## src/shared/lvpecl_div_pkg.sv

```systemverilog
/*
 * Shared constants for the two LVPECL-pair channel dividers: register
 * indices, field positions, reset values and the states of a divider.
 * Assumes a 32-bit APB slave where each register index sits at byte address 4*index.
 */
package lvpecl_div_pkg;

	// ==========================================================
	// bus geometry
	localparam int unsigned ADDR_W   = 11;
	localparam int unsigned DATA_W   = 32;
	localparam int unsigned IDX_W    = 9;
	localparam int unsigned REG_W    = 8;

	// ==========================================================
	// register indices (byte address is four times the index)
	localparam logic [IDX_W-1:0] IDX_DIV0_CYCLE_COUNTS   = 9'h190;
	localparam logic [IDX_W-1:0] IDX_DIV0_CONTROL        = 9'h191;
	localparam logic [IDX_W-1:0] IDX_DIV0_OUTPUT_ROUTING = 9'h192;
	localparam logic [IDX_W-1:0] IDX_DIV1_CYCLE_COUNTS   = 9'h196;
	localparam logic [IDX_W-1:0] IDX_DIV1_CONTROL        = 9'h197;
	localparam logic [IDX_W-1:0] IDX_DIV1_OUTPUT_ROUTING = 9'h198;
	localparam logic [IDX_W-1:0] IDX_DIVIDER_STATUS      = 9'h1a0;

	// ==========================================================
	// field positions
	localparam int unsigned LOW_CNT_LSB     = 4;
	localparam int unsigned HIGH_CNT_LSB    = 0;
	localparam int unsigned CNT_W           = 4;
	localparam int unsigned CTL_BYPASS_BIT  = 7;
	localparam int unsigned CTL_NOSYNC_BIT  = 6;
	localparam int unsigned CTL_FORCE_BIT   = 5;
	localparam int unsigned CTL_START_BIT   = 4;
	localparam int unsigned CTL_PHASE_LSB   = 0;
	localparam int unsigned ROUTE_DIRECT_BIT = 1;
	localparam int unsigned ROUTE_DCC_BIT    = 0;
	localparam logic [REG_W-1:0] ROUTE_MASK  = 8'h03;

	// ==========================================================
	// reset values
	localparam logic [REG_W-1:0] RST_CYCLE_COUNTS = 8'h00;
	localparam logic [REG_W-1:0] RST_DIV0_CONTROL = 8'h80;
	localparam logic [REG_W-1:0] RST_DIV1_CONTROL = 8'h00;
	localparam logic [REG_W-1:0] RST_ROUTING      = 8'h00;

	// ==========================================================
	// distribution source selector codes
	localparam logic [1:0] SRC_EXT_CLK = 2'h0;
	localparam logic [1:0] SRC_NO_EFFECT = 2'h1;
	localparam logic [1:0] SRC_OSC     = 2'h2;

	// ==========================================================
	// divider states
	typedef enum logic [1:0] {
		DIV_HOLD       = 2'b00,
		DIV_PHASE_WAIT = 2'b01,
		DIV_RUN        = 2'b10
	} div_state_t;

endpackage

```

## src/hw/lvpecl_channel_divider_pair.sv

```systemverilog
/*
 * Two programmable channel dividers feeding the two LVPECL output pairs,
 * with an APB register file, bypass, sync hold, forced level, start level,
 * phase offset and a direct-to-output path from oscillator or external clock.
 * Assumes: divider input, oscillator, external clock and chip sync arrive as
 * pins sampled by pclk (so they must run well below pclk/2); the distribution
 * source selector comes from logic on pclk.
 */
// Register access over APB was chosen for this implementation.
// Notes on behaviour
// RULE1: low time is low field plus one
// RULE2: high time is high field plus one
// RULE3: bypass passes input clock straight through
// RULE4: first divider resets with bypass set
// RULE5: second divider resets with bypass clear
// RULE6: ignore-sync bit decides whether sync is obeyed
// RULE7: force bit gives static level; needs ignore-sync
// RULE8: start bit picks starting output level
// RULE9: four-bit phase offset delays the start
// RULE10: direct bit clear feeds pair from divider
// RULE11: direct bit routes oscillator or external clock
// RULE12: duty correction bit disables correction when set
// RULE13: second divider has own count register
// RULE14: second divider has start bit and phase
// RULE15: second divider has own routing register
// RULE16: period is low plus high plus two
`timescale 1ns/1ns

// ==========================================================
// one divider channel
module clock_divider_channel
	import lvpecl_div_pkg::*;
#(
	parameter int unsigned COUNT_W = CNT_W
) (
	input  wire logic               pclk,
	input  wire logic               presetn,
	input  wire logic               in_level,
	input  wire logic               in_rise,
	input  wire logic               sync_active,
	input  wire logic [COUNT_W-1:0] low_count,
	input  wire logic [COUNT_W-1:0] high_count,
	input  wire logic               bypass,
	input  wire logic               ignore_sync,
	input  wire logic               force_level,
	input  wire logic               start_high,
	input  wire logic [COUNT_W-1:0] phase_offset,
	output logic                    div_out,
	output logic                    running
);

	// the counters cannot shrink to nothing
	if (COUNT_W < 1) begin : g_bad_width
		$error("COUNT_W must be at least 1");
	end

	div_state_t         state_ff;
	div_state_t         nxt_state;
	logic [COUNT_W-1:0] cnt_ff;
	logic [COUNT_W-1:0] nxt_cnt;
	logic [COUNT_W-1:0] phase_ff;
	logic [COUNT_W-1:0] nxt_phase;
	logic               level_ff;
	logic               nxt_level;
	logic               out_ff;
	logic               nxt_out;
	logic               held;

	// held while bypassed or while an obeyed sync is asserted
	assign held = bypass | (sync_active & ~ignore_sync); // see RULE3 see RULE6

	// counting: phase wait first, then alternate low and high spans
	always_comb begin
		nxt_state = state_ff;
		nxt_cnt   = cnt_ff;
		nxt_phase = phase_ff;
		nxt_level = level_ff;
		unique case (state_ff)
			DIV_HOLD: begin
				nxt_cnt   = '0;
				nxt_phase = phase_offset; // see RULE9
				nxt_level = start_high; // see RULE8
				if (!held) begin
					nxt_state = (phase_offset == '0) ? DIV_RUN : DIV_PHASE_WAIT;
				end
			end
			DIV_PHASE_WAIT: begin
				// each offset step costs one input cycle before the first span
				if (in_rise) begin
					nxt_phase = phase_ff - 1'b1; // see RULE9
					if (phase_ff == {{(COUNT_W-1){1'b0}}, 1'b1}) begin
						nxt_state = DIV_RUN;
					end
				end
			end
			DIV_RUN: begin
				// span of field+1 input cycles, so period is low+high+2
				if (in_rise) begin
					if (cnt_ff == (level_ff ? high_count : low_count)) begin // see RULE1 see RULE2
						nxt_level = ~level_ff; // see RULE16
						nxt_cnt   = '0;
					end else begin
						nxt_cnt = cnt_ff + 1'b1;
					end
				end
			end
			default: nxt_state = DIV_HOLD;
		endcase
		if (held) begin
			nxt_state = DIV_HOLD;
		end
	end

	// divider state and output flop
	always_ff @(posedge pclk or negedge presetn) begin
		if (!presetn) begin
			state_ff <= DIV_HOLD;
			cnt_ff   <= '0;
			phase_ff <= '0;
			level_ff <= 1'b0;
			out_ff   <= 1'b0;
		end else begin
			state_ff <= nxt_state;
			cnt_ff   <= nxt_cnt;
			phase_ff <= nxt_phase;
			level_ff <= nxt_level;
			out_ff   <= nxt_out; // registered so the pin never glitches on a select change
		end
	end

	// output select: bypass wins, then forced level during an ignored sync, else divider
	always_comb begin
		if (bypass) begin
			nxt_out = in_level; // see RULE3
		end else if (ignore_sync && sync_active) begin
			nxt_out = force_level; // see RULE7
		end else if (state_ff == DIV_RUN) begin
			nxt_out = nxt_level;
		end else begin
			nxt_out = start_high; // see RULE8
		end
	end

	assign div_out = out_ff;
	assign running = (state_ff == DIV_RUN);

endmodule

// ==========================================================
// top: register file, synchronisers, two channels, output routing
module lvpecl_channel_divider_pair
	import lvpecl_div_pkg::*;
(
	input  wire logic              pclk,
	input  wire logic              presetn,
	input  wire logic              psel,
	input  wire logic              penable,
	input  wire logic              pwrite,
	input  wire logic [ADDR_W-1:0] paddr,
	input  wire logic [DATA_W-1:0] pwdata,
	output logic [DATA_W-1:0]      prdata,
	output logic                   pready,
	output logic                   pslverr,
	input  wire logic              dist_clk_in,
	input  wire logic              osc_clk_in,
	input  wire logic              ext_clk_in,
	input  wire logic              chip_sync_n,
	input  wire logic [1:0]        dist_source_sel,
	output logic                   first_pair_output_a,
	output logic                   first_pair_output_b,
	output logic                   second_pair_output_a,
	output logic                   second_pair_output_b,
	output logic                   first_pair_duty_correct_disable,
	output logic                   second_pair_duty_correct_disable
);

	// ==========================================================
	// registers
	logic [REG_W-1:0]  cyc0_ff;
	logic [REG_W-1:0]  ctl0_ff;
	logic [REG_W-1:0]  route0_ff;
	logic [REG_W-1:0]  cyc1_ff;
	logic [REG_W-1:0]  ctl1_ff;
	logic [REG_W-1:0]  route1_ff;
	logic [DATA_W-1:0] prdata_ff;
	logic              pslverr_ff;
	logic [DATA_W-1:0] nxt_prdata;
	logic              nxt_pslverr;
	logic [IDX_W-1:0]  idx;
	logic              aligned;
	logic              wr_commit;

	// pin synchronisers: stage one is read only by stage two
	logic [3:0]        sync1_ff;
	logic [3:0]        sync2_ff;
	logic              dist_prev_ff;
	logic              dist_rise;
	logic              sync_active;

	// channel results
	logic              div0_out;
	logic              div1_out;
	logic              div0_run;
	logic              div1_run;
	logic              direct_src;
	logic              direct_ok;
	logic              nxt_pair0;
	logic              nxt_pair1;
	logic              pair0_ff;
	logic              pair1_ff;

	// ==========================================================
	// APB decode
	assign idx       = paddr[ADDR_W-1:2];
	assign aligned   = (paddr[1:0] == 2'h0);
	assign wr_commit = psel & penable & pwrite;

	// read data and error are latched in setup, so access needs no wait state
	always_comb begin
		nxt_prdata  = '0;
		nxt_pslverr = 1'b0;
		if (!aligned) begin
			nxt_pslverr = 1'b1;
		end else begin
			unique case (idx)
				IDX_DIV0_CYCLE_COUNTS:   nxt_prdata[REG_W-1:0] = cyc0_ff;
				IDX_DIV0_CONTROL:        nxt_prdata[REG_W-1:0] = ctl0_ff;
				IDX_DIV0_OUTPUT_ROUTING: nxt_prdata[REG_W-1:0] = route0_ff;
				IDX_DIV1_CYCLE_COUNTS:   nxt_prdata[REG_W-1:0] = cyc1_ff;
				IDX_DIV1_CONTROL:        nxt_prdata[REG_W-1:0] = ctl1_ff;
				IDX_DIV1_OUTPUT_ROUTING: nxt_prdata[REG_W-1:0] = route1_ff;
				IDX_DIVIDER_STATUS: begin
					// read-only view of live divider state; writes are refused
					nxt_prdata[5:0] = {dist_source_sel, div1_run, div0_run, div1_out, div0_out};
					nxt_pslverr     = pwrite;
				end
				default: nxt_pslverr = 1'b1;
			endcase
		end
	end

	// answer latch
	always_ff @(posedge pclk or negedge presetn) begin
		if (!presetn) begin
			prdata_ff  <= '0;
			pslverr_ff <= 1'b0;
		end else if (psel && !penable) begin
			prdata_ff  <= pwrite ? '0 : nxt_prdata;
			pslverr_ff <= nxt_pslverr;
		end
	end

	assign prdata  = prdata_ff;
	assign pready  = 1'b1;
	assign pslverr = pslverr_ff & psel & penable;

	// register writes land at the access edge; erroring writes change nothing
	always_ff @(posedge pclk or negedge presetn) begin
		if (!presetn) begin
			cyc0_ff   <= RST_CYCLE_COUNTS;
			ctl0_ff   <= RST_DIV0_CONTROL; // see RULE4
			route0_ff <= RST_ROUTING; // see RULE10 see RULE12
			cyc1_ff   <= RST_CYCLE_COUNTS; // see RULE13
			ctl1_ff   <= RST_DIV1_CONTROL; // see RULE5 see RULE14
			route1_ff <= RST_ROUTING; // see RULE15
		end else if (wr_commit && aligned) begin
			unique case (idx)
				IDX_DIV0_CYCLE_COUNTS:   cyc0_ff   <= pwdata[REG_W-1:0];
				IDX_DIV0_CONTROL:        ctl0_ff   <= pwdata[REG_W-1:0];
				IDX_DIV0_OUTPUT_ROUTING: route0_ff <= pwdata[REG_W-1:0] & ROUTE_MASK;
				IDX_DIV1_CYCLE_COUNTS:   cyc1_ff   <= pwdata[REG_W-1:0]; // see RULE13
				IDX_DIV1_CONTROL:        ctl1_ff   <= pwdata[REG_W-1:0]; // see RULE14
				IDX_DIV1_OUTPUT_ROUTING: route1_ff <= pwdata[REG_W-1:0] & ROUTE_MASK;
				default: ;
			endcase
		end
	end

	// ==========================================================
	// pin synchronisers, two flops each
	always_ff @(posedge pclk or negedge presetn) begin
		if (!presetn) begin
			sync1_ff     <= 4'h8;
			sync2_ff     <= 4'h8;
			dist_prev_ff <= 1'b0;
		end else begin
			sync1_ff     <= {chip_sync_n, ext_clk_in, osc_clk_in, dist_clk_in};
			sync2_ff     <= sync1_ff;
			dist_prev_ff <= sync2_ff[0]; // resets to the idle level, so no false edge
		end
	end

	// rising edges of the divider input are the counted input cycles
	assign dist_rise   = sync2_ff[0] & ~dist_prev_ff;
	assign sync_active = ~sync2_ff[3];

	// ==========================================================
	// the two channels, identical logic with their own fields
	clock_divider_channel #(.COUNT_W (CNT_W)) u_div0 (
		.pclk         (pclk),
		.presetn      (presetn),
		.in_level     (sync2_ff[0]),
		.in_rise      (dist_rise),
		.sync_active  (sync_active),
		.low_count    (cyc0_ff[LOW_CNT_LSB +: CNT_W]), // see RULE1
		.high_count   (cyc0_ff[HIGH_CNT_LSB +: CNT_W]), // see RULE2
		.bypass       (ctl0_ff[CTL_BYPASS_BIT]),
		.ignore_sync  (ctl0_ff[CTL_NOSYNC_BIT]),
		.force_level  (ctl0_ff[CTL_FORCE_BIT]),
		.start_high   (ctl0_ff[CTL_START_BIT]),
		.phase_offset (ctl0_ff[CTL_PHASE_LSB +: CNT_W]),
		.div_out      (div0_out),
		.running      (div0_run)
	);

	clock_divider_channel #(.COUNT_W (CNT_W)) u_div1 (
		.pclk         (pclk),
		.presetn      (presetn),
		.in_level     (sync2_ff[0]),
		.in_rise      (dist_rise),
		.sync_active  (sync_active),
		.low_count    (cyc1_ff[LOW_CNT_LSB +: CNT_W]), // see RULE13
		.high_count   (cyc1_ff[HIGH_CNT_LSB +: CNT_W]), // see RULE13
		.bypass       (ctl1_ff[CTL_BYPASS_BIT]),
		.ignore_sync  (ctl1_ff[CTL_NOSYNC_BIT]),
		.force_level  (ctl1_ff[CTL_FORCE_BIT]),
		.start_high   (ctl1_ff[CTL_START_BIT]), // see RULE14
		.phase_offset (ctl1_ff[CTL_PHASE_LSB +: CNT_W]), // see RULE14
		.div_out      (div1_out),
		.running      (div1_run)
	);

	// ==========================================================
	// direct-to-output routing; selector 01b or 11b keeps the divider path
	assign direct_ok  = (dist_source_sel == SRC_OSC) || (dist_source_sel == SRC_EXT_CLK);
	assign direct_src = (dist_source_sel == SRC_OSC) ? sync2_ff[1] : sync2_ff[2]; // see RULE11

	always_comb begin
		nxt_pair0 = div0_out; // see RULE10
		nxt_pair1 = div1_out;
		if (route0_ff[ROUTE_DIRECT_BIT] && direct_ok) begin
			nxt_pair0 = direct_src; // see RULE11
		end
		if (route1_ff[ROUTE_DIRECT_BIT] && direct_ok) begin
			nxt_pair1 = direct_src; // see RULE15
		end
	end

	// both pins of a pair share one flop, so they never skew apart
	always_ff @(posedge pclk or negedge presetn) begin
		if (!presetn) begin
			pair0_ff <= 1'b0;
			pair1_ff <= 1'b0;
		end else begin
			pair0_ff <= nxt_pair0;
			pair1_ff <= nxt_pair1;
		end
	end

	assign first_pair_output_a  = pair0_ff;
	assign first_pair_output_b  = pair0_ff;
	assign second_pair_output_a = pair1_ff;
	assign second_pair_output_b = pair1_ff;

	// correction itself is analog in the driver; only the control level leaves here
	assign first_pair_duty_correct_disable  = route0_ff[ROUTE_DCC_BIT]; // see RULE12
	assign second_pair_duty_correct_disable = route1_ff[ROUTE_DCC_BIT]; // see RULE15

endmodule

```

## config.mk

```make
export PLATFORM = sky130hd
export DESIGN_NAME = lvpecl_channel_divider_pair
export DESIGN_NICKNAME = d
export VERILOG_FILES = /design/src/shared/lvpecl_div_pkg.sv /design/src/hw/lvpecl_channel_divider_pair.sv
export SDC_FILE = /design/constraint.sdc
export NUM_CORES = 1
export LEC_CHECK = 0
export ABC_AREA = 0
export BUFFER_PORTS_ARGS = -buffer_cell sky130_fd_sc_hd__buf_2
export CORE_MARGIN = 2
export CORE_UTILIZATION = 46
export CTS_CLUSTER_SIZE = 24
export DETAILED_ROUTE_END_ITERATION = 8
export PLACE_DENSITY = 0.69
export SYNTH_ARGS = -nofsm -noshare
export SYNTH_HDL_FRONTEND = slang
export SYNTH_SLANG_ARGS = --single-unit
```

## constraint.sdc

```tcl
create_clock -name pclk -period 2 [get_ports pclk]
set_input_delay 0.2 -clock pclk [delete_from_list [all_inputs] [get_ports pclk]]
set_output_delay 0.2 -clock pclk [all_outputs]
set_load 0.03 [all_outputs]
```

* Word level (Yosys, flattened, before mapping)
Index checks and enable logic that the tools add are counted.
Widths: inputs -> output; s select.
** Storage, ports and cells
- Bits in registers :: 104
- Latch bits :: 0
- Memory bits (writable) :: 0
- Bits in read-only memories :: 0
- Bits of input ports :: 54
- Output and inout port bits :: 40
- Logic and storage cells :: 142
- Memories kept :: 0
** Operators by class
- Add/subtract/negate cells :: 4
- $mul :: 0
- Divide/modulo/power cells :: 0
- Order comparisons :: 0
- Equal/unequal tests :: 26
- Shift-type cells :: 0
- Multiplexer cells :: 43
- Bitwise operators :: 15
- Reduce and logical (&&, ||, !) cells :: 31
** Operators with widths (number)
- $eq 9x9->1 const B :: 7
- $pmux 6 s7 :: 1
- $mux 4 :: 8
- $pmux 4 s2 :: 4
- $reduce_and 2->1 :: 10
- $mux 2 :: 8
- $mux 8 :: 2
- $mux 1 :: 14
- $pmux 2 s3 :: 2
- $add 4x1->4 const B :: 2
- $eq 4x1->1 const B :: 2
- $eq 4x4->1 :: 2
- $logic_not 2->1 :: 4
- $logic_not 4->1 :: 2
- $ne 2x2->1 const B :: 4
- $pmux 2 s4 :: 1
- $reduce_bool 2->1 :: 4
- $sub 4x1->4 const B :: 2
- $and 1x1->1 :: 7
- $eq 2x2->1 const B :: 3
- $logic_and 1x1->1 :: 6
- $ne 3x1->1 const B :: 2
- $ne 3x2->1 const B :: 2
- $not 1->1 :: 6
- 8 further kinds :: 14

* Longest topological paths before layout
Gate-level depths: netlist of the first run.
- Depth in word-level cells :: 8
- Depth in mapped cells :: 6
- Mapped depth without buffers :: 6

* By module
From an unflattened synthesis of the first run, not the netlist that was laid out.
** Unflattened totals
- Cell total of the unflattened synthesis :: 429
- Area, all modules :: 4591.9 µm²
** By module, submodules not included
- lvpecl_channel_divider_pair :: times used 1, cells each 221, area each 2862.7 µm², seq. area each 1405.1 µm²
- clock_divider_channel :: times used 2, cells each 104, area each 864.6 µm², seq. area each 300.3 µm²

* Least setup slack after synthesis of the first run
No wires, ideal clock.
- Path type :: register to register
- Start :: register u_div0.level_ff
- End :: register u_div0.level_ff
- Arrival :: 1.637 ns
- Data required time :: 1.931 ns
- Path slack :: 0.293 ns
- Stages on the path, launching flop included :: 7
- Path buffers :: 1
- Cells stage by stage :: dfrtp_1 > buf_6 > mux2i_1 > xor2_1 > nand4_2 > or4_1 > nand3_1
** Between the ends
- Word-level cells in the longest chain between the ends :: 5
- Elaborated cells between the ends (all ways) :: 6
- Those cells by class :: eq/ne (1); mux (4); bitwise (1)
** Ends and longest elaborated chain
- from (decl) :: RTL line lvpecl_channel_divider_pair.sv:63 : logic level_ff;
- from (signal assigned) :: RTL line lvpecl_channel_divider_pair.sv:126 : level_ff <= nxt_level;
- $mux 4 :: RTL line lvpecl_channel_divider_pair.sv:99 : if (cnt_ff == (level_ff ? high_count : low_count)) begin
- $eq 4x4->1 :: RTL line lvpecl_channel_divider_pair.sv:99
- $mux 1 :: RTL line lvpecl_channel_divider_pair.sv:99
- $mux 1 :: RTL line lvpecl_channel_divider_pair.sv:98 : if (in_rise) begin
- $pmux 1 s2 * :: RTL line lvpecl_channel_divider_pair.sv:78 : unique case (state_ff)
- via u_div0.nxt_level :: RTL line lvpecl_channel_divider_pair.sv:64 : logic nxt_level;
The timed path passes the listed nets; every way through them passes the cells marked *.
A chain may end at the register's enable or synchronous reset.

* Worst setup path after layout of the first run
Same ends and word-level chain as after synthesis.

==> flow_summary.json, run 1 <==
{
  "final.setup_skew_ns": 0.00823,
  "core_um2": 9640,
  "path_class": "reg -> reg",
  "crit_cells": 5,
  "fin_setup_tns_ns": 0,
  "finalNonFillerCells": 630,
  "hold_class": "in -> reg",
  "synthMostInstantiatedCell": "sky130_fd_sc_hd__dfrtp_1",
  "first_global_vias": 3351,
  "ff2ff_path_depth": 5,
  "cpLargestDelayFamily": "simple AND/OR/NAND/NOR gates",
  "post-dp-hpwl_mm": 7.97,
  "wire_length_of_the_first_global_routing_pass_mm": 17.6,
  "synth_sequential_area_ratio_pct": 44.5,
  "outcome": "finished clean",
  "grt_util_all_layers_pct": 21.9,
  "clock_tree_from_tritoncts": "done",
  "worstPathCellList": "mux2i_1 -> xor2_1 -> nand4_2 -> or4_1 -> nand3_1",
  "hold_violations": 0,
  "final.period_utilization_pct": 93.9,
  "design_power_total_w": 0.00349,
  "grt_overflow_total": 0,
  "crit_slowest_cell": "sky130_fd_sc_hd__dfrtp_1",
  "max-slew-margin-rel_pct": 66.3,
  "post_drt_via_cell_ratio": 5.53,
  "clk_transition_reported_paths_ns": 0.09,
  "area_share_of_the_largest_cell_type_after_synthesis_pct": 42.7,
  "antenna_cells": 0,
  "htree_num_levels": 3,
  "flow.area_growth_from_synthesis_pct": 13.5,
  "totalWireLength_mm": 10.8,
  "antenna_found_initial": 0,
  "startpoint_type": "register",
  "cts.root.buffer_cell": "sky130_fd_sc_hd__clkbuf_8",
  "worst-path-max-fanout": 5,
  "worst_tran_pin_value_ns": 0.506,
  "grt_max_degree": 43,
  "power.leakage_nw": 2.38,
  "cts_made_buffers": 9,
  "route.vias.total": 3483,
  "fmax_ghz": 0.533,
  "maxCapViolations": 0,
  "row_count": 36,
  "maxSlewViolCount": 0,
  "synth_enable_flop_cells": 0,
  "synthArstFlopShare_pct": 100,
  "rsz0062_at_grt": "no",
  "critPathBufInv": 0,
  "layout.cell_area.non_filler_um2": 5120,
  "yosysTopAreaCell": "sky130_fd_sc_hd__dfrtp_1",
  "first_pass_iters": 5,
  "clock_latency_ns": 0.36,
  "ys_dominant_reg_cell": "sky130_fd_sc_hd__dfrtp_1",
  "postSynthCellCount": 438,
  "power_density_nw_per_um2": 682,
  "detail_route.wl_per_cell_um": 17.1,
  "crit_arrival_ns": 2.17,
  "cts_buffer_depth": 2,
  "post_synth_instance_area_um2": 4510,
  "numClockSinks": 80,
  "numPlacedInstances": 608,
  "synth_top_cells_by_count": "77 x sky130_fd_sc_hd__dfrtp_1, 39 x sky130_fd_sc_hd__mux2_2, 30 x sky130_fd_sc_hd__nor2_1",
  "drt_iter0_drc": 216,
  "ratio_of_cells_with_drive_above_1_in_the_final_layout_pct": 26.6,
  "worstHoldPathCells": 2,
  "worst_path_largest_cell_delay_ns": 0.54,
  "detailed_place.area_um2": 4820,
  "synth_area_per_cell_um2": 10.3,
  "port_buffers": 44,
  "dieArea_um2": 10600,
  "synth.distinct_cells": 58,
  "end_kind": "register",
  "die_y_um": 103,
  "final_net_count": 552,
  "synthTopCellsByArea": "sky130_fd_sc_hd__dfrtp_1 43%, sky130_fd_sc_hd__mux2_2 9.7%, sky130_fd_sc_hd__mux2i_1 5.1%, sky130_fd_sc_hd__buf_4 4.5%, sky130_fd_sc_hd__a21oi_1 2.6%",
  "layout_min_cycle_time_ns": 1.88,
  "pin_count": 94,
  "setup_viol": 0,
  "synth-warning-count": 0,
  "globalplace.congestion": 0.904,
  "ir_worst_vdd_v": 0.000499,
  "die_w_um": 103,
  "worst-endpoint-required_ns": 2.30,
  "hold-worst-slack_ns": 0.140,
  "drc": 0,
  "drtAntennaViolNets": 0,
  "ys_seq_elements": 80,
  "effective_utilization_at_floorplan_pct": 46.8
}
[registers in the layout (all words and copies together) (netlist names), 2 cells and up]
name             flops
ctl0_ff              8
ctl1_ff              8
cyc0_ff              8
cyc1_ff              8
prdata               8
sync1_ff             4
sync2_ff             4
u_div0.cnt_ff        4
u_div0.phase_ff      4
u_div1.cnt_ff        4
u_div1.phase_ff      4
route0_ff            2
route1_ff            2
u_div0.state_ff      2
u_div1.state_ff      2
[power by group]
part | total [W] | leakage [nW] | switching [W] | internal (W)
combinational | 0.000376 | 1.20 | 0.000259 | 0.000118
clock | 0.00142 | 0.118 | 0.000683 | 0.000732
sequential | 0.00170 | 1.07 | 0.0000394 | 0.00166
[what timing repair did]
item	in CTS	in global routing
hold endpoints to repair	40	0
setup endpoints to repair	0	3
resized for setup	0	1
hold buffers	5	0
buffers inserted	0	1
[worst register-to-register path, cell delays in order (launching register included)]
cell	delay (ns)
sky130_fd_sc_hd__dfrtp_1	0.54
sky130_fd_sc_hd__mux2i_1	0.35
sky130_fd_sc_hd__xor2_1	0.21
sky130_fd_sc_hd__nand4_2	0.13
sky130_fd_sc_hd__or4_1	0.51
sky130_fd_sc_hd__nand3_1	0.09
[cells by family (layout without fill, tap and decap cells)]
logic type | count (synthesis) | in the layout | synth area share, %
AOI/OAI and AO/OA | 79 | 79 | 11.2
DFF | 80 | 80 | 44.5
buffers and inverters | 53 | 89 | 6.99
adders and majority gates | 6 | 6 | 1.66
other | 2 | 25 | 0.167
and+or+nand+nor | 148 | 148 | 19.1
xor gates and xnor gates | 8 | 8 | 1.55
muxes | 62 | 62 | 14.8
[final timing paths]
check / from / end / slack, ns
max: u_div0.level_ff / u_div0.level_ff / 0.12
min: pwdata[7] / cyc0_ff[7] / 0.14
max reg2reg: u_div0.level_ff / u_div0.level_ff / 0.12
min reg2reg: sync1_ff[2] / sync2_ff[2] / 0.36
max in group asynchronous: presetn / ctl0_ff[7] / 1.00
min in group asynchronous: presetn / sync1_ff[2] / 0.35
[layer usage]
metal / share of wire, % / track usage, % / wire length [um]
met1: 47 / 32.0 / 5030
met2: 46 / 33.8 / 5010
met3: 5.4 / 3.59 / 578
met4: 1.5 / 6.38 / 161
met5: 0 / 0 / 0
[layout make-up]
class | instances | area [um^2]
tap | 133 | 166
inverter | 8 | 30.0
clock inverter | 7 | 109
multi-input combinational | 328 | 2270
clock buffer | 9 | 124
fill | 901 | 4520
timing repair buffer | 65 | 405
sequential | 80 | 2010
[stage by stage]
step           setup WS, ns  util (%)
3_3_place_gp         0.0717      50.1
2_1_floorplan         0.293         -
3_5_place_dp         0.0536      50.1
4_1_cts              0.0492      53.0
5_1_grt              0.0385      53.1
6_report              0.123      53.1
[cell usage in the layout (no fill, tap or decap), types with 4 or more instances in the layout]
cell type and instances:
sky130_fd_sc_hd__ha_1 6, sky130_fd_sc_hd__nand3b_1 7, sky130_fd_sc_hd__nand3_1 21, sky130_fd_sc_hd__conb_1 25, sky130_fd_sc_hd__nor3_1 9, sky130_fd_sc_hd__xnor2_1 4
sky130_fd_sc_hd__nor2b_1 12, sky130_fd_sc_hd__dfrtp_1 76, sky130_fd_sc_hd__buf_4 16, sky130_fd_sc_hd__o31ai_1 4, sky130_fd_sc_hd__nand2_1 29, sky130_fd_sc_hd__nand2b_1 4
sky130_fd_sc_hd__nor2_1 30, sky130_fd_sc_hd__clkbuf_8 9, sky130_fd_sc_hd__nor4_1 4, sky130_fd_sc_hd__xor2_1 4, sky130_fd_sc_hd__mux2i_1 23, sky130_fd_sc_hd__and3_1 4
sky130_fd_sc_hd__nand4_1 7, sky130_fd_sc_hd__buf_2 43, sky130_fd_sc_hd__a21oi_1 23, sky130_fd_sc_hd__dlygate4sd3_1 5, sky130_fd_sc_hd__mux2_2 39, sky130_fd_sc_hd__o22ai_1 5
sky130_fd_sc_hd__a22oi_1 4, sky130_fd_sc_hd__o21ai_0 18, sky130_fd_sc_hd__inv_1 8
Note: power is estimated with default switching activity, not from simulation.
==> run 2, diff against run 1 <==
Settings changed: GPL_TIMING_DRIVEN set to 0.
==> flow_summary.json, run 2 (synthesis gave the netlist of run 1 again) <==
{
  "ir_worst_vdd_v": 0.000515,
  "wire_length_of_the_first_global_routing_pass_mm": 17.7,
  "final_net_count": 585,
  "cts_made_buffers": 9,
  "die_y_um": 103,
  "worst_tran_pin_value_ns": 0.707,
  "final.period_utilization_pct": 97.0,
  "power.leakage_nw": 2.53,
  "hold-worst-slack_ns": 0.133,
  "drc": 0,
  "ratio_of_cells_with_drive_above_1_in_the_final_layout_pct": 30.6,
  "grt_max_degree": 57,
  "cts.root.buffer_cell": "sky130_fd_sc_hd__clkbuf_8",
  "clock_latency_ns": 0.37,
  "worst-path-max-fanout": 8,
  "critical_path.reg2reg.startpoint": "u_div0.level_ff",
  "clock_tree_from_tritoncts": "done",
  "worstReg2RegEnd": "u_div0.level_ff",
  "path_class": "reg -> reg",
  "detail_route.wl_per_cell_um": 16.6,
  "port_buffers": 41,
  "top_library_cells_by_usage_in_the_layout_fill_and_taps_aside": "77 x sky130_fd_sc_hd__dfrtp_1, 46 x sky130_fd_sc_hd__buf_2, 39 x sky130_fd_sc_hd__mux2_2",
  "effective_utilization_at_floorplan_pct": 46.8,
  "setup_viol": 0,
  "design_power_total_w": 0.00353,
  "startpoint_type": "register",
  "cts_buffer_depth": 2,
  "grt_util_all_layers_pct": 22.2,
  "pin_count": 94,
  "first_pass_iters": 5,
  "antenna_found_initial": 0,
  "grt_overflow_total": 0,
  "combPwrFrac_pct": 12.3,
  "hold_violations": 0,
  "p_switching_w": 0.000987,
  "crit_arrival_ns": 2.24,
  "first_global_vias": 3502,
  "post-dp-hpwl_mm": 7.99,
  "clk_transition_reported_paths_ns": 0.09,
  "globalplace.congestion": 0.944,
  "htree_num_levels": 3,
  "part_of_the_power_in_registers_pct": 47.8,
  "dieArea_um2": 10600,
  "post-route-util_pct": 55.9,
  "clock_power_share_pct": 39.9,
  "core_um2": 9640,
  "flow.area_growth_from_synthesis_pct": 19.5,
  "worst-endpoint-required_ns": 2.30,
  "totalWireLength_mm": 11.0,
  "outcome": "finished clean",
  "post_drt_via_cell_ratio": 5.54,
  "drt_iter0_drc": 181,
  "ff2ff_path_depth": 6,
  "reg2reg_setup_slack_ns": 0.06,
  "final.setup_skew_ns": 0.0117,
  "antenna_cells": 0,
  "maxSlewViolCount": 0,
  "maxCapViolations": 0,
  "numClockSinks": 80,
  "worstHoldPathCells": 2,
  "die_w_um": 103,
  "max-slew-margin-rel_pct": 52.9,
  "end_kind": "register",
  "layout_min_cycle_time_ns": 1.94,
  "critical_path.endpoint": "u_div0.level_ff",
  "hold_class": "in -> reg",
  "mostFrequentLayoutCell": "sky130_fd_sc_hd__dfrtp_1",
  "route.vias.total": 3673,
  "p_sw_share_pct": 28.0,
  "layout_setup_ws_ns": 0.0591,
  "pre_cts_slack_ns": 0.0131,
  "power_density_nw_per_um2": 656,
  "cell_internal_pwr_w": 0.00255,
  "drtAntennaViolNets": 0,
  "n_fill_cell": 853,
  "fmax_ghz": 0.515,
  "row_count": 36,
  "startpoint_of_the_most_critical_setup_path": "u_div0.level_ff"
}
[run 2: cell types whose count changed in the layout (fill, tap and decap cells not counted), moves of 3 or more]
cell	before	now
sky130_fd_sc_hd__buf_2	43	46
sky130_fd_sc_hd__buf_4	16	34
sky130_fd_sc_hd__clkbuf_1	0	10
sky130_fd_sc_hd__mux2i_1	23	18
sky130_fd_sc_hd__mux2i_2	0	3
[run 2: per-layer routing]
metal	GRT usage, %	vias to the layer above	part of all wire (%)
met3	5.15	15	6.6
li1	-	1709	-
met5	0	-	0
met1	29.9	1808	45
met4	8.20	0	2.0
met2	35.1	141	47
[run 2: layout make-up]
cell class                 count  area, um^2  area share (%)
tap                          133         166            3.09
multi-input combinational    328        2340            43.4
clock buffer                   9         124            2.30
clock inverter                 7         106            1.97
timing repair buffer          53         328            6.08
inverter                       8        30.0           0.557
sequential                    80        2010            37.2
buffer                        45         289            5.36
[run 2: metrics by stage]
| stage | instance area, um^2 | cells | TNS (ns) |
|---|---|---|---|
| 5_1_grt | 5390 | 663 | -0.0137 |
| 6_report | 5390 | 663 | 0 |
| 3_5_place_dp | 5000 | 636 | 0 |
| 4_1_cts | 5300 | 659 | 0 |
| 3_3_place_gp | 4970 | 635 | 0 |
| 2_1_floorplan | 4600 | 461 | 0 |
[run 2: worst min path at each step]
stage	slack (ns)	from	endpoint
after floorplan	-0.1	presetn	ctl0_ff[0]
after global placement	0.31	chip_sync_n	sync1_ff[3]
after detailed placement	0.13	presetn	sync1_ff[1]
after CTS	0.12	pwdata[5]	ctl1_ff[5]
after global routing	0.13	pwdata[5]	ctl1_ff[5]
final	0.13	pwdata[5]	ctl1_ff[5]
[run 2: worst max-delay path, stage by stage, from the launching register on]
cell                      delay, ns
sky130_fd_sc_hd__dfrtp_1       0.37
sky130_fd_sc_hd__buf_6         0.15
sky130_fd_sc_hd__mux2i_2       0.25
sky130_fd_sc_hd__xor2_1        0.25
sky130_fd_sc_hd__nand4_4       0.20
sky130_fd_sc_hd__or4_4         0.55
sky130_fd_sc_hd__nand3_1       0.09
[run 2: power by group through the flow]
stage / logic, W / registers (W) / clock network (W)
floorplan: 0.000272 / 0.00172 / 0
global placement: 0.000398 / 0.00172 / 0
detailed placement: 0.000412 / 0.00172 / 0
CTS: 0.000423 / 0.00169 / 0.00144
global route: 0.000479 / 0.00169 / 0.00150
finish: 0.000436 / 0.00169 / 0.00141
[run 2: repair_timing]
action                     4_1_cts  5_1_grt
hold buffers                     5        0
pin swaps                        1        4
gates cloned                     0        1
hold endpoints to repair        26        0
setup endpoints to repair        1       12
setup buffers                    2        3
resized for setup                1       14
==> run 3, diff against run 2 <==
Settings changed: CELL_PAD_IN_SITES_DETAIL_PLACEMENT set to 0, CELL_PAD_IN_SITES_GLOBAL_PLACEMENT set to 1, CORE_UTILIZATION 46 to 43, PLACE_DENSITY 0.69 to unset, PLACE_DENSITY_LB_ADDON set to 0.1.
==> flow_summary.json, run 3 (synthesis gave the netlist of run 1 again) <==
{
  "rsz0062_at_grt": "no",
  "grt_overflow_total": 0,
  "multiInputGateArea_um2": 2280,
  "cts_buffer_depth": 2,
  "top_library_cells_by_usage_in_the_layout_fill_and_taps_aside": "77 x sky130_fd_sc_hd__dfrtp_1, 45 x sky130_fd_sc_hd__buf_2, 39 x sky130_fd_sc_hd__mux2_2",
  "n_fill_cell": 949,
  "antenna_cells": 0,
  "startpoint_type": "register",
  "htree_num_levels": 3,
  "first_global_vias": 3330,
  "row_count": 37,
  "dieArea_um2": 11300,
  "post-dp-hpwl_mm": 8.18,
  "power_density_nw_per_um2": 637,
  "path_class": "reg -> reg",
  "flow.area_growth_from_synthesis_pct": 17.3,
  "hold_violations": 0,
  "totalWireLength_mm": 11.1,
  "setup_viol": 0,
  "finalNonFillerCells": 663,
  "worst_tran_pin_value_ns": 0.653,
  "clock_tree_from_tritoncts": "done",
  "numClockSinks": 80,
  "die_y_um": 106,
  "cts.root.buffer_cell": "sky130_fd_sc_hd__clkbuf_8",
  "core_um2": 10200,
  "outcome": "finished clean",
  "first_pass_iters": 4,
  "ratio_of_cells_with_drive_above_1_in_the_final_layout_pct": 28.8,
  "maxSlewViolCount": 0,
  "ir_worst_vdd_v": 0.000317,
  "drc": 0,
  "crit_arrival_ns": 2.19,
  "fmax_ghz": 0.530,
  "pin_count": 94,
  "wire_length_of_the_first_global_routing_pass_mm": 17.9,
  "port_buffers": 41,
  "drtAntennaViolNets": 0,
  "mostFrequentLayoutCell": "sky130_fd_sc_hd__dfrtp_1",
  "post_drt_via_cell_ratio": 5.27,
  "detail_route.wl_per_cell_um": 16.7,
  "layout_min_cycle_time_ns": 1.89,
  "clock_latency_ns": 0.36,
  "final_net_count": 582,
  "grt_util_all_layers_pct": 20.6,
  "globalplace.congestion": 0.841,
  "power.leakage_nw": 2.48,
  "effective_utilization_at_floorplan_pct": 44.1,
  "cts_made_buffers": 9,
  "final.period_utilization_pct": 94.4,
  "post-route-util_pct": 51.7,
  "worst-path-max-fanout": 10,
  "grt_max_degree": 67,
  "route.vias.total": 3491,
  "die_w_um": 106,
  "max-slew-margin-rel_pct": 56.1,
  "clk_transition_reported_paths_ns": 0.09,
  "hold_class": "in -> reg",
  "final.setup_skew_ns": 0.00745,
  "worst-endpoint-required_ns": 2.30,
  "drt_iter0_drc": 152,
  "numPlacedInstances": 639,
  "end_kind": "register",
  "maxCapViolations": 0,
  "antenna_found_initial": 0,
  "layout.area.seq_um2": 2010
}
## run 3: worst max-delay path: stages (launching register included)
cell and delay (ns):
sky130_fd_sc_hd__dfrtp_1 0.35, sky130_fd_sc_hd__buf_6 0.15, sky130_fd_sc_hd__mux2i_1 0.26, sky130_fd_sc_hd__xor2_1 0.22, sky130_fd_sc_hd__nand4_2 0.21, sky130_fd_sc_hd__or4_1 0.54, sky130_fd_sc_hd__nand3_1 0.10
## run 3: per-stage QoR
step,area (um^2),setup TNS (ns),power (W),hold WS (ns),setup slack (ns)
5_1_grt,5290,0,0.00350,0.130,0.0228
4_1_cts,5270,0,0.00339,0.115,0.0305
6_report,5290,0,0.00337,0.123,0.113
3_3_place_gp,4970,-0.00298,0.00212,0.305,-0.00298
3_5_place_dp,5000,0,0.00213,0.0792,0.00248
2_1_floorplan,4600,0,0.00199,-0.0956,0.293
## run 3: what timing repair did
action,4_1_cts,5_1_grt
setup buffers,1,2
gates resized for setup,0,4
endpoints found under the setup margin,1,8
hold endpoints to repair,18,0
hold buffers,5,0
pin swaps,1,2
## run 3: final timing paths
check,from,to,slack (ns),cells past startpoint
worst max-delay path,u_div0.level_ff,u_div0.level_ff,0.11,6
worst min-delay path,pwdata[6],cyc1_ff[6],0.12,2
worst max register to register,u_div0.level_ff,u_div0.level_ff,0.11,6
worst min register to register,sync1_ff[2],sync2_ff[2],0.35,0
max in group asynchronous,presetn,sync1_ff[3],1.12,3
min in group asynchronous,presetn,sync2_ff[1],0.23,2
## run 3: report_power, final
part	switching (W)	internal [W]	total, W
Clock	0.000644	0.000612	0.00126
Sequential	0.0000288	0.00166	0.00169
Combinational	0.000274	0.000153	0.000427
## run 3: area by class of cell
type,count,share of cell area (%)
plain buffers,45,5.47
clock buffers,10,2.60
clock inverters,6,1.30
inverters,8,0.568
multi-input cells,328,43.1
flip-flops and latches,80,37.9
well taps,136,3.22
repair buffers,50,5.82
## run 3: layer usage
layer	vias to the layer above	wire (um)	GRT usage [%]
met2	93	5030	31.8
li1	1703	-	-
met4	0	203	8.27
met1	1682	5280	29.1
met3	13	589	3.07
met5	-	0	0
